`src/common/smsp_pkg.sv`:
```
package smsp_pkg;
  // Register indices; byte address is four times the index
  localparam logic [11:0] IDX_SYNC_CTRL = 12'h026F;
  localparam logic [11:0] IDX_MON_CTRL = 12'h0270;
  localparam logic [11:0] IDX_PERIOD_LO = 12'h0271;
  localparam logic [11:0] IDX_PERIOD_MID = 12'h0272;
  localparam logic [11:0] IDX_PERIOD_HI = 12'h0273;
  localparam logic [11:0] IDX_STAT_CTRL = 12'h0274;
  localparam logic [11:0] IDX_STATUS0 = 12'h0275;
  localparam logic [11:0] IDX_STATUS1 = 12'h0276;
  localparam logic [11:0] IDX_STATUS2 = 12'h0277;
  localparam logic [11:0] IDX_FRAME_CNT = 12'h0278;
  localparam logic [11:0] IDX_SYSREF_CTRL = 12'h0280;

  localparam int PERIOD_W = 24;
  localparam int RESULT_W = 20;
  localparam int SAMPLE_W = 14;
  localparam int MAG_W = 13;

  localparam logic [7:0] PERIOD_LO_RST = 8'h80;
  localparam logic [7:0] PERIOD_MID_RST = 8'h00;
  localparam logic [7:0] PERIOD_HI_RST = 8'h00;
  localparam logic [2:0] RESULT_SEL_RST = 3'h1;
  localparam logic [2:0] RESULT_SEL_PEAK = 3'h1;

  // Bit positions
  localparam int SYNC_EN_BIT = 0;
  localparam int SYNC_NEXT_BIT = 1;
  localparam int PEAK_EN_BIT = 1;
  localparam int UPDATE_BIT = 4;
  localparam int SYSREF_EN_BIT = 0;

  typedef struct packed {
    logic [RESULT_W-1:0] result;
    logic [7:0] frameCount;
  } smsp_status_s;

  typedef struct packed {
    logic syncEnable;
    logic syncNext;
    logic peakEnable;
    logic [2:0] resultSel;
    logic [PERIOD_W-1:0] period;
  } smsp_cfg_s;
endpackage : smsp_pkg

```
`src/hdl/smsp_peak.sv`:
```
`timescale 1ns/100ps
module smsp_peak
  import smsp_pkg::*;
(
  input wire logic clk,
  input wire logic rst,
  input wire logic enable,
  input wire logic restart,
  input wire logic [SAMPLE_W-1:0] sample,
  output logic [MAG_W-1:0] peak
);
  function automatic logic [MAG_W-1:0] magOf(input logic [SAMPLE_W-1:0] s);
    logic [SAMPLE_W-1:0] a;
    a = s[SAMPLE_W-1] ? (~s + {{(SAMPLE_W-1){1'b0}}, 1'b1}) : s;
    // Most negative code saturates
    magOf = a[SAMPLE_W-1] ? {MAG_W{1'b1}} : a[MAG_W-1:0];
  endfunction : magOf

  logic [MAG_W-1:0] mag;
  assign mag = magOf(sample);

  always_ff @(posedge clk) begin
    if (rst) begin
      peak <= '0;
    end else if (!enable) begin
      peak <= peak;
    end else if (restart) begin
      peak <= mag;
    end else if (mag > peak) begin
      peak <= mag;
    end
  end
endmodule : smsp_peak

```
`src/hdl/smsp_monitor.sv`:
```
// The APB slave port was decided locally.
`timescale 1ns/100ps
// How it works
// - Sync enable 0 blocks all realignment
// - Next mode: first edge only, clears enable
// - 24-bit period from three byte registers
// - Period resets to 128 cycles
// - Update bit copies results, self-clears
// - Continuous mode realigns every valid edge
// - Result is 20 bits over three registers
// - Frame counter counts period expiries
// - Select 001 routes peak to readback
module smsp_monitor
  import smsp_pkg::*;
(
  input wire logic clk,
  input wire logic rst,
  input wire logic psel,
  input wire logic penable,
  input wire logic pwrite,
  input wire logic [15:0] paddr,
  input wire logic [31:0] pwdata,
  output logic [31:0] prdata,
  output logic pready,
  output logic pslverr,
  input wire logic sysref,
  input wire logic [SAMPLE_W-1:0] sample,
  output logic windowEnd
);
  smsp_cfg_s cfg_q;
  smsp_status_s status_q;
  logic sysrefEnable_q;
  logic update_q;
  logic sysrefPrev_q;
  logic [PERIOD_W-1:0] count_q;
  logic [7:0] frames_q;
  logic [MAG_W-1:0] peak;

  logic access, wrAccess;
  logic [11:0] idx;
  logic mapped;
  logic sysrefEdge, realign, expire;
  logic [RESULT_W-1:0] liveResult;

  assign access = psel && penable;
  // Refused writes leave every register alone
  assign wrAccess = access && pwrite && mapped;
  assign idx = paddr[13:2];
  assign pready = 1'b1;
  assign mapped = (paddr[1:0] == 2'b00) && (idx inside {IDX_SYNC_CTRL, IDX_MON_CTRL, IDX_PERIOD_LO,
    IDX_PERIOD_MID, IDX_PERIOD_HI, IDX_STAT_CTRL, IDX_STATUS0, IDX_STATUS1, IDX_STATUS2,
    IDX_FRAME_CNT, IDX_SYSREF_CTRL}) && (paddr[15:14] == 2'b00);
  assign pslverr = access && !mapped;

  assign sysrefEdge = sysref && !sysrefPrev_q && sysrefEnable_q;
  assign realign = sysrefEdge && cfg_q.syncEnable;
  // Last cycle of the window, kept when an aligned realign lands on it; period 0 acts as 1
  assign expire = (count_q >= cfg_q.period - 24'h00_0001) || (cfg_q.period == '0);
  assign windowEnd = expire;

  // One process owns the whole config struct, so it has a single driver
  always_ff @(posedge clk) begin
    if (rst) begin
      cfg_q.period <= {PERIOD_HI_RST, PERIOD_MID_RST, PERIOD_LO_RST};
      cfg_q.syncEnable <= 1'b0;
      cfg_q.syncNext <= 1'b0;
      cfg_q.peakEnable <= 1'b0;
      cfg_q.resultSel <= RESULT_SEL_RST;
      sysrefEnable_q <= 1'b0;
    end else begin
      if (wrAccess) begin
        unique case (idx)
          IDX_SYNC_CTRL: begin
            cfg_q.syncEnable <= pwdata[SYNC_EN_BIT];
            cfg_q.syncNext <= pwdata[SYNC_NEXT_BIT];
          end
          IDX_MON_CTRL: cfg_q.peakEnable <= pwdata[PEAK_EN_BIT];
          IDX_PERIOD_LO: cfg_q.period[7:0] <= pwdata[7:0]; // Odd values stored as is
          IDX_PERIOD_MID: cfg_q.period[15:8] <= pwdata[7:0];
          IDX_PERIOD_HI: cfg_q.period[23:16] <= pwdata[7:0];
          IDX_STAT_CTRL: cfg_q.resultSel <= pwdata[2:0];
          IDX_SYSREF_CTRL: sysrefEnable_q <= pwdata[SYSREF_EN_BIT];
          default: ;
        endcase
      end
      // Later assignment: hardware clear on the consumed edge wins over a same-cycle write
      if (realign && cfg_q.syncNext) begin
        cfg_q.syncEnable <= 1'b0;
      end
    end
  end

  always_ff @(posedge clk) begin
    if (rst) begin
      sysrefPrev_q <= 1'b0;
    end else begin
      sysrefPrev_q <= sysref;
    end
  end

  always_ff @(posedge clk) begin
    if (rst || realign || expire) begin
      count_q <= '0;
    end else begin
      count_q <= count_q + 24'h00_0001;
    end
  end

  always_ff @(posedge clk) begin
    if (rst) begin
      frames_q <= '0;
    end else if (expire) begin
      frames_q <= frames_q + 8'h01;
    end
  end

  // Restart in the first cycle of a window, so the old window's last sample is not carried over
  smsp_peak u_peak (
    .clk(clk),
    .rst(rst),
    .enable(cfg_q.peakEnable),
    .restart(count_q == '0),
    .sample(sample),
    .peak(peak)
  );

  always_comb begin
    liveResult = '0;
    if (cfg_q.resultSel == RESULT_SEL_PEAK) begin
      liveResult = {{(RESULT_W-MAG_W){1'b0}}, peak};
    end
  end

  // Update pulse, acting the next cycle; it reads back 0 because readback returns only resultSel
  always_ff @(posedge clk) begin
    if (rst) begin
      update_q <= 1'b0;
    end else begin
      update_q <= wrAccess && idx == IDX_STAT_CTRL && pwdata[UPDATE_BIT];
    end
  end

  always_ff @(posedge clk) begin
    if (rst) begin
      status_q <= '0;
    end else if (update_q) begin
      status_q.result <= liveResult;
      status_q.frameCount <= frames_q;
    end
  end

  always_ff @(posedge clk) begin
    if (rst) begin
      prdata <= '0;
    end else if (psel && !penable && !pwrite) begin
      prdata <= '0;
      // Misaligned or out-of-range reads return 0
      if (mapped) begin
        unique case (idx)
          IDX_SYNC_CTRL: prdata[1:0] <= {cfg_q.syncNext, cfg_q.syncEnable};
          IDX_MON_CTRL: prdata[PEAK_EN_BIT] <= cfg_q.peakEnable;
          IDX_PERIOD_LO: prdata[7:0] <= cfg_q.period[7:0];
          IDX_PERIOD_MID: prdata[7:0] <= cfg_q.period[15:8];
          IDX_PERIOD_HI: prdata[7:0] <= cfg_q.period[23:16];
          IDX_STAT_CTRL: prdata[2:0] <= cfg_q.resultSel;
          IDX_STATUS0: prdata[7:0] <= status_q.result[7:0];
          IDX_STATUS1: prdata[7:0] <= status_q.result[15:8];
          IDX_STATUS2: prdata[3:0] <= status_q.result[19:16];
          IDX_FRAME_CNT: prdata[7:0] <= status_q.frameCount;
          IDX_SYSREF_CTRL: prdata[SYSREF_EN_BIT] <= sysrefEnable_q;
          default: ;
        endcase
      end
    end
  end
endmodule : smsp_monitor

```
`config.mk`:
```
export PLATFORM = sky130hd
export DESIGN_NAME = smsp_monitor
export DESIGN_NICKNAME = d
export VERILOG_FILES = /design/src/common/smsp_pkg.sv /design/src/hdl/smsp_peak.sv /design/src/hdl/smsp_monitor.sv
export SDC_FILE = /design/constraint.sdc
export NUM_CORES = 1
export LEC_CHECK = 0
export BUFFER_PORTS_ARGS = -buffer_cell sky130_fd_sc_hd__buf_2
export CAP_MARGIN = 5
export CORE_ASPECT_RATIO = 0.6
export CORE_MARGIN = 3
export CORE_UTILIZATION = 57
export DETAILED_ROUTE_END_ITERATION = 8
export GPL_TIMING_DRIVEN = 0
export PLACE_DENSITY = 0.89
export SLEW_MARGIN = 20
export SYNTH_ARGS = -nofsm -noshare
export SYNTH_HDL_FRONTEND = slang
export SYNTH_SLANG_ARGS = --single-unit
export TNS_END_PERCENT = 30
```
`constraint.sdc`:
```
create_clock -name clk -period 4.7 [get_ports clk]
set_clock_uncertainty 0.15 [all_clocks]
set_input_delay 0.94 -clock clk [delete_from_list [all_inputs] [get_ports clk]]
set_output_delay 0.94 -clock clk [all_outputs]
set_load 0.01 [all_outputs]
```
### After elaboration in Yosys (flattened, before gate mapping)

Cells that the tools add are included.

| storage, ports and cells | value |
|---|---|
| input bits | 68 |
| flip-flop bits (word level) | 114 |
| memory bits (writable) | 0 |
| memories | 0 |
| bits in read-only memories | 0 |
| latch bits | 0 |
| logic and storage cells | 82 |
| output and inout port bits | 35 |

| operators by class | value |
|---|---|
| multiplexer cells | 11 |
| magnitude comparators | 2 |
| equality and inequality tests | 12 |
| add/subtract/negate cells | 4 |
| reduce and logical (&&, ||, !) cells | 36 |
| multiply operators | 0 |
| shift-type cells | 0 |
| bitwise logic cells | 1 |
| div/mod/pow operators | 0 |

Operators by type and width:

| kind | count |
|---|---|
| $eq A12 B10 Y1 const B | 11 |
| $mux W13 | 4 |
| $logic_not A24 Y1 | 2 |
| $add A24 B1 Y24 const B | 1 |
| $ge A24 B24 Y1 | 1 |
| $pmux W4 S6 | 1 |
| $sub A24 B1 Y24 const B | 1 |
| $pmux W1 S10 | 2 |
| $reduce_and A2 Y1 | 8 |
| $add A14 B1 Y14 const B | 1 |
| $logic_and A1 B1 Y1 | 14 |
| $mux W14 | 1 |
| $not A14 Y14 | 1 |
| $gt A13 B13 Y1 | 1 |
| $reduce_bool A11 Y1 | 1 |
| $add A8 B1 Y8 const B | 1 |
| $mux W8 | 1 |
| $pmux W1 S8 | 1 |
| $pmux W1 S7 | 1 |
| $logic_not A1 Y1 | 4 |
| $logic_not A2 Y1 | 2 |
| $eq A3 B1 Y1 const B | 1 |
| $logic_or A1 B1 Y1 | 3 |
| $reduce_bool A2 Y1 | 1 |
| $reduce_or A2 Y1 | 1 |

### Depth between registers and ports, before layout

| depth | value |
|---|---|
| depth after elaboration | 7 |
| mapped depth | 18 |
| mapped depth without buffers | 16 |

### Modules after synthesis

A second synthesis with hierarchy kept.

| second synthesis, totals | value |
|---|---|
| cells, all modules | 813 |
| area, all modules | 6665.1 µm² |

Modules (own cells, without submodules):

| module | cells each | sequential area each (µm²) | instances | area each (µm²) |
|---|---|---|---|---|
| smsp_monitor | 653 | 1881.8 | 1 | 5342.6 |
| smsp_peak | 160 | 260.2 | 1 | 1322.5 |

### Least setup slack after synthesis

Ideal clock, no wire load.

| path | value |
|---|---|
| path type | register to output |
| from | register cfg_q[8] (netlist bit) |
| to | output port windowEnd |
| cell stages (with the launch flop) | 13 |
| path buffers | 2 |
| path slack | 0.529 ns |
| arrival time | 3.081 ns |
| cells stage by stage | dfxtp_1 clkbuf_1 or4_1 nor2_1 nand2_1 nor2_1 nor4bb_1 xnor2_1 ha_1 nand4_1 or3_1 o21ai_1 buf_1 |

| between the ends | value |
|---|---|
| word-level cells in the longest chain between the ends | 3 |
| elaborated cells between the ends (all ways) | 4 |

Ends and longest elaborated chain:

| element | line | text |
|---|---|---|
| from (decl) | smsp_monitor.sv:30 | `smsp_cfg_s cfg_q;` |
| $sub A24 B1 Y24 | smsp_monitor.sv:58 | `assign expire = (count_q >= cfg_q.period - 24'h00_0001) \|\| (cfg_q.period == '0);` |
| $ge A24 B24 Y1 | smsp_monitor.sv:58 |  |
| $logic_or A1 B1 Y1 (*) | smsp_monitor.sv:58 |  |
| to (decl) | smsp_monitor.sv:28 | `output logic windowEnd` |

Every way passes the cells marked *; elsewhere a longest branch is shown, timed or not.

### Final worst setup path

| path | value |
|---|---|
| from | register cfg_q[7] (netlist bit) |
| to | output port windowEnd |

The elaborated chain is that of the path after synthesis.

==> flow_summary.json <==
{
  "status": "finished with violations",
  "violations": "setup timing",
  "fin_total_pwr_mw": 1.81,
  "cts_tree": "done",
  "start_util": 0.598,
  "h-tree-depth": 3,
  "maxSlewViolCount": 0,
  "grt.total_usage": 0.272,
  "via_per_inst": 5.98,
  "crit_arrival_ps": 3620,
  "switching_share": 0.255,
  "p_int_mw": 1.35,
  "finalSetupTns_ps": -10.3,
  "synth_top_area_frac": 0.332,
  "antenna_found_initial": 1,
  "core_um2": 10800,
  "ir_drop_mv": 0.161,
  "wire_per_inst_um": 17.9,
  "grt_pass1_vias": 5235,
  "setup_viol": 1,
  "cts-root-buf": "clkbuf_16",
  "drc": 0,
  "synth_seq_cells": 107,
  "slew_headroom": 0.374,
  "cp_top_family": "simple AND/OR/NAND/NOR gates",
  "endpoint_kind": "primary output",
  "avgSynthCellArea_um2": 8.40,
  "numCtsBuffers": 9,
  "grt_overflow_total": 0,
  "synthArstFlopShare": 0,
  "drt_wl_total_um": 18100,
  "grt_pass1_wl_um": 27000,
  "ys.flop_type": "dfxtp_1",
  "cpPeakStageDelay_ps": 420,
  "netlist_instances": 767,
  "yosys_warnings": 0,
  "fin_ws_ps": -10.3,
  "die_x_um": 143,
  "cts_max_path_buffers": 2,
  "synth_top_area_cell": "dfxtp_1",
  "pre_cts_slack_ps": -307,
  "leakage_nw": 3.04,
  "required_ps": 3610,
  "dieArea_um2": 12700,
  "drt_first_pass_iters": 6,
  "drive_gt1_frac": 0.166,
  "ant_nets": 0,
  "pwr_density_cell_nw_per_um2": 242,
  "cpMaxStageDelayCell": "o21ai_0",
  "pwr-share-clk": 0.405,
  "cp-start-kind": "flop",
  "area_growth_pct": 16.1,
  "combinationalPowerShare": 0.093,
  "gp_congestion": 0.907,
  "vias": 6032,
  "cts_hold_buf": 0,
  "final_util": 0.695,
  "switching_power_mw": 0.463,
  "crit_chain": "nor4_4 > nand2_2 > buf_4 > nor3_1 > xnor2_1 > ha_1 > a21oi_1 > o21ai_0 > a41oi_1 > or3_1 > o21ai_4 > buf_6 > buf_2",
  "seq_power_share": 0.502,
  "seq_area_frac_synth": 0.332,
  "drv_cap": 0,
  "io_pins": 103,
  "critical_path_buf_inv_count": 3,
  "worst_pin_slew_ps": 938,
  "dpl.cell_count": 978,
  "rows": 29,
  "hold_viol_final": 0,
  "cts.sinks": 107,
  "cts.clk_slew.worst_paths_ps": 70,
  "layout.nets": 976,
  "hold_class": "flop to flop",
  "dp_hpwl_um": 12900,
  "critical_path_peak_fanout": 6,
  "grt_max_degree": 19,
  "die_height_um": 88.4,
  "fmax_mhz": 212,
  "layout.cells.non_filler": 1009,
  "ys_types": 65,
  "fin_crit_ps": 4710,
  "fill_cells": 792,
  "first_iter_violations": 719,
  "crit_type": "flop to primary output",
  "synth_edf_count": 0,
  "netlist_area_um2": 6450,
  "io_buffers": 49,
  "synth_area_leaders": "dfxtp_1, ha_1, nor2_1",
  "antennaDiodeCount": 0,
  "insertion_delay_ps": 350,
  "period_share": 1.00
}
state kept, by name (all words and copies together) (netlist names):
signal and flops:
sysrefPrev_q 1, frames_q 8, status_q 21, u_peak.peak 13, prdata 8, update_q 1, cfg_q 30, count_q 24
sysrefEnable_q 1
logic make-up (layout without fill, tap and decap cells):
family	after synthesis	in the layout	share of synthesized area
buffers and inverters	82	162	0.0633
other	2	25	0.00117
DFF	107	107	0.332
adders and majority gates	43	43	0.0835
AOI/OAI and AO/OA	125	125	0.130
xor gates and xnor gates	50	50	0.0679
muxes	54	54	0.0879
and+or+nand+nor	304	304	0.234
cells in the final DEF (no fill, tap or decap), drive strengths merged, types with 5 or more instances in the layout:
cell      n
nor3     10
dfxtp   107
nand4    17
xnor2    25
nand2b    5
o22ai     5
ha       43
and3     12
xor2     25
mux2     11
a21oi    38
nor2b    23
nor2    130
nand3    17
inv      23
buf     102
conb     25
clkbuf   32
o21ai    16
a22oi    15
nor4     18
a311oi    8
a21o      9
mux2i    42
nand2    45
synth_stat cells, types with 10 or more instances:
cell type  number
inv_1          22
nor3_1         10
buf_4          26
nor2b_1        23
xnor2_1        25
mux2i_1        42
a21oi_1        38
nand2_1        45
nand4_1        17
xor2_1         25
nor4_1         18
clkbuf_1       24
dfxtp_1       107
a22oi_1        15
nor2_1        128
nand3_1        17
and3_1         12
ha_1           43
stage by stage:
stage	cell area [um2]	hold slack, ps
2_1_floorplan	6530	289
3_3_place_gp	6950	286
3_5_place_dp	6950	296
4_1_cts	7330	305
5_1_grt	7490	320
6_report	7490	304
power groups by stage:
stage          Combinational, mW  Sequential, mW  Clock, mW
2_1_floorplan              0.105           0.933          0
3_3_place_gp               0.158           0.933          0
3_5_place_dp               0.162           0.934          0
4_1_cts                    0.163           0.912      0.741
5_1_grt                    0.185           0.912      0.777
6_report                   0.169           0.911      0.734
routing by layer:
metal / share of wire / global-route usage / wire length (um) / vias to the layer above
li1: - / - / - / 2872
met2: 0.41 / 0.377 / 7380 / 336
met5: 0 / 0 / 0 / -
met4: 0.016 / 0.0726 / 285 / 0
met3: 0.12 / 0.0794 / 2170 / 31
met1: 0.46 / 0.410 / 8260 / 2793
worst reg2reg max path: cells and delay by family, from the launching register on:
kind,cells,cell delay (ps)
xor gates and xnor gates,1,130
and+or+nand+nor,6,1420
buffers and inverters,3,1020
DFF,1,410
adders and majority gates,1,320
AOI/OAI and AO/OA,4,810
area by class of cell:
| cell class | instances | area (um2) | share of cell area |
|---|---|---|---|
| plain buffers | 58 | 325 | 0.0434 |
| clock inverters | 6 | 50.0 | 0.00668 |
| well taps | 139 | 174 | 0.0232 |
| multi-input cells | 601 | 4090 | 0.546 |
| flip-flops and latches | 107 | 2150 | 0.287 |
| clock buffers | 10 | 239 | 0.0319 |
| repair buffers | 66 | 373 | 0.0498 |
| inverters | 22 | 82.6 | 0.0110 |
final timing paths:
kind              from           to  slack [ps]  cells past startpoint
min reg2reg  prdata[3]    prdata[3]         300                      2
max reg2reg   cfg_q[7]  count_q[23]         320                     15
max           cfg_q[7]    windowEnd         -10                     13
min          prdata[3]    prdata[3]         300                      2
repair_timing:
action | CTS | global route
setup buffers | 6 | 11
setup endpoints to repair | 1 | 11
resized for setup | 14 | 18
hold endpoints to repair | 0 | 0
pin swaps | 3 | 10
No activity file was read; power rests on OpenSTA's default activity.
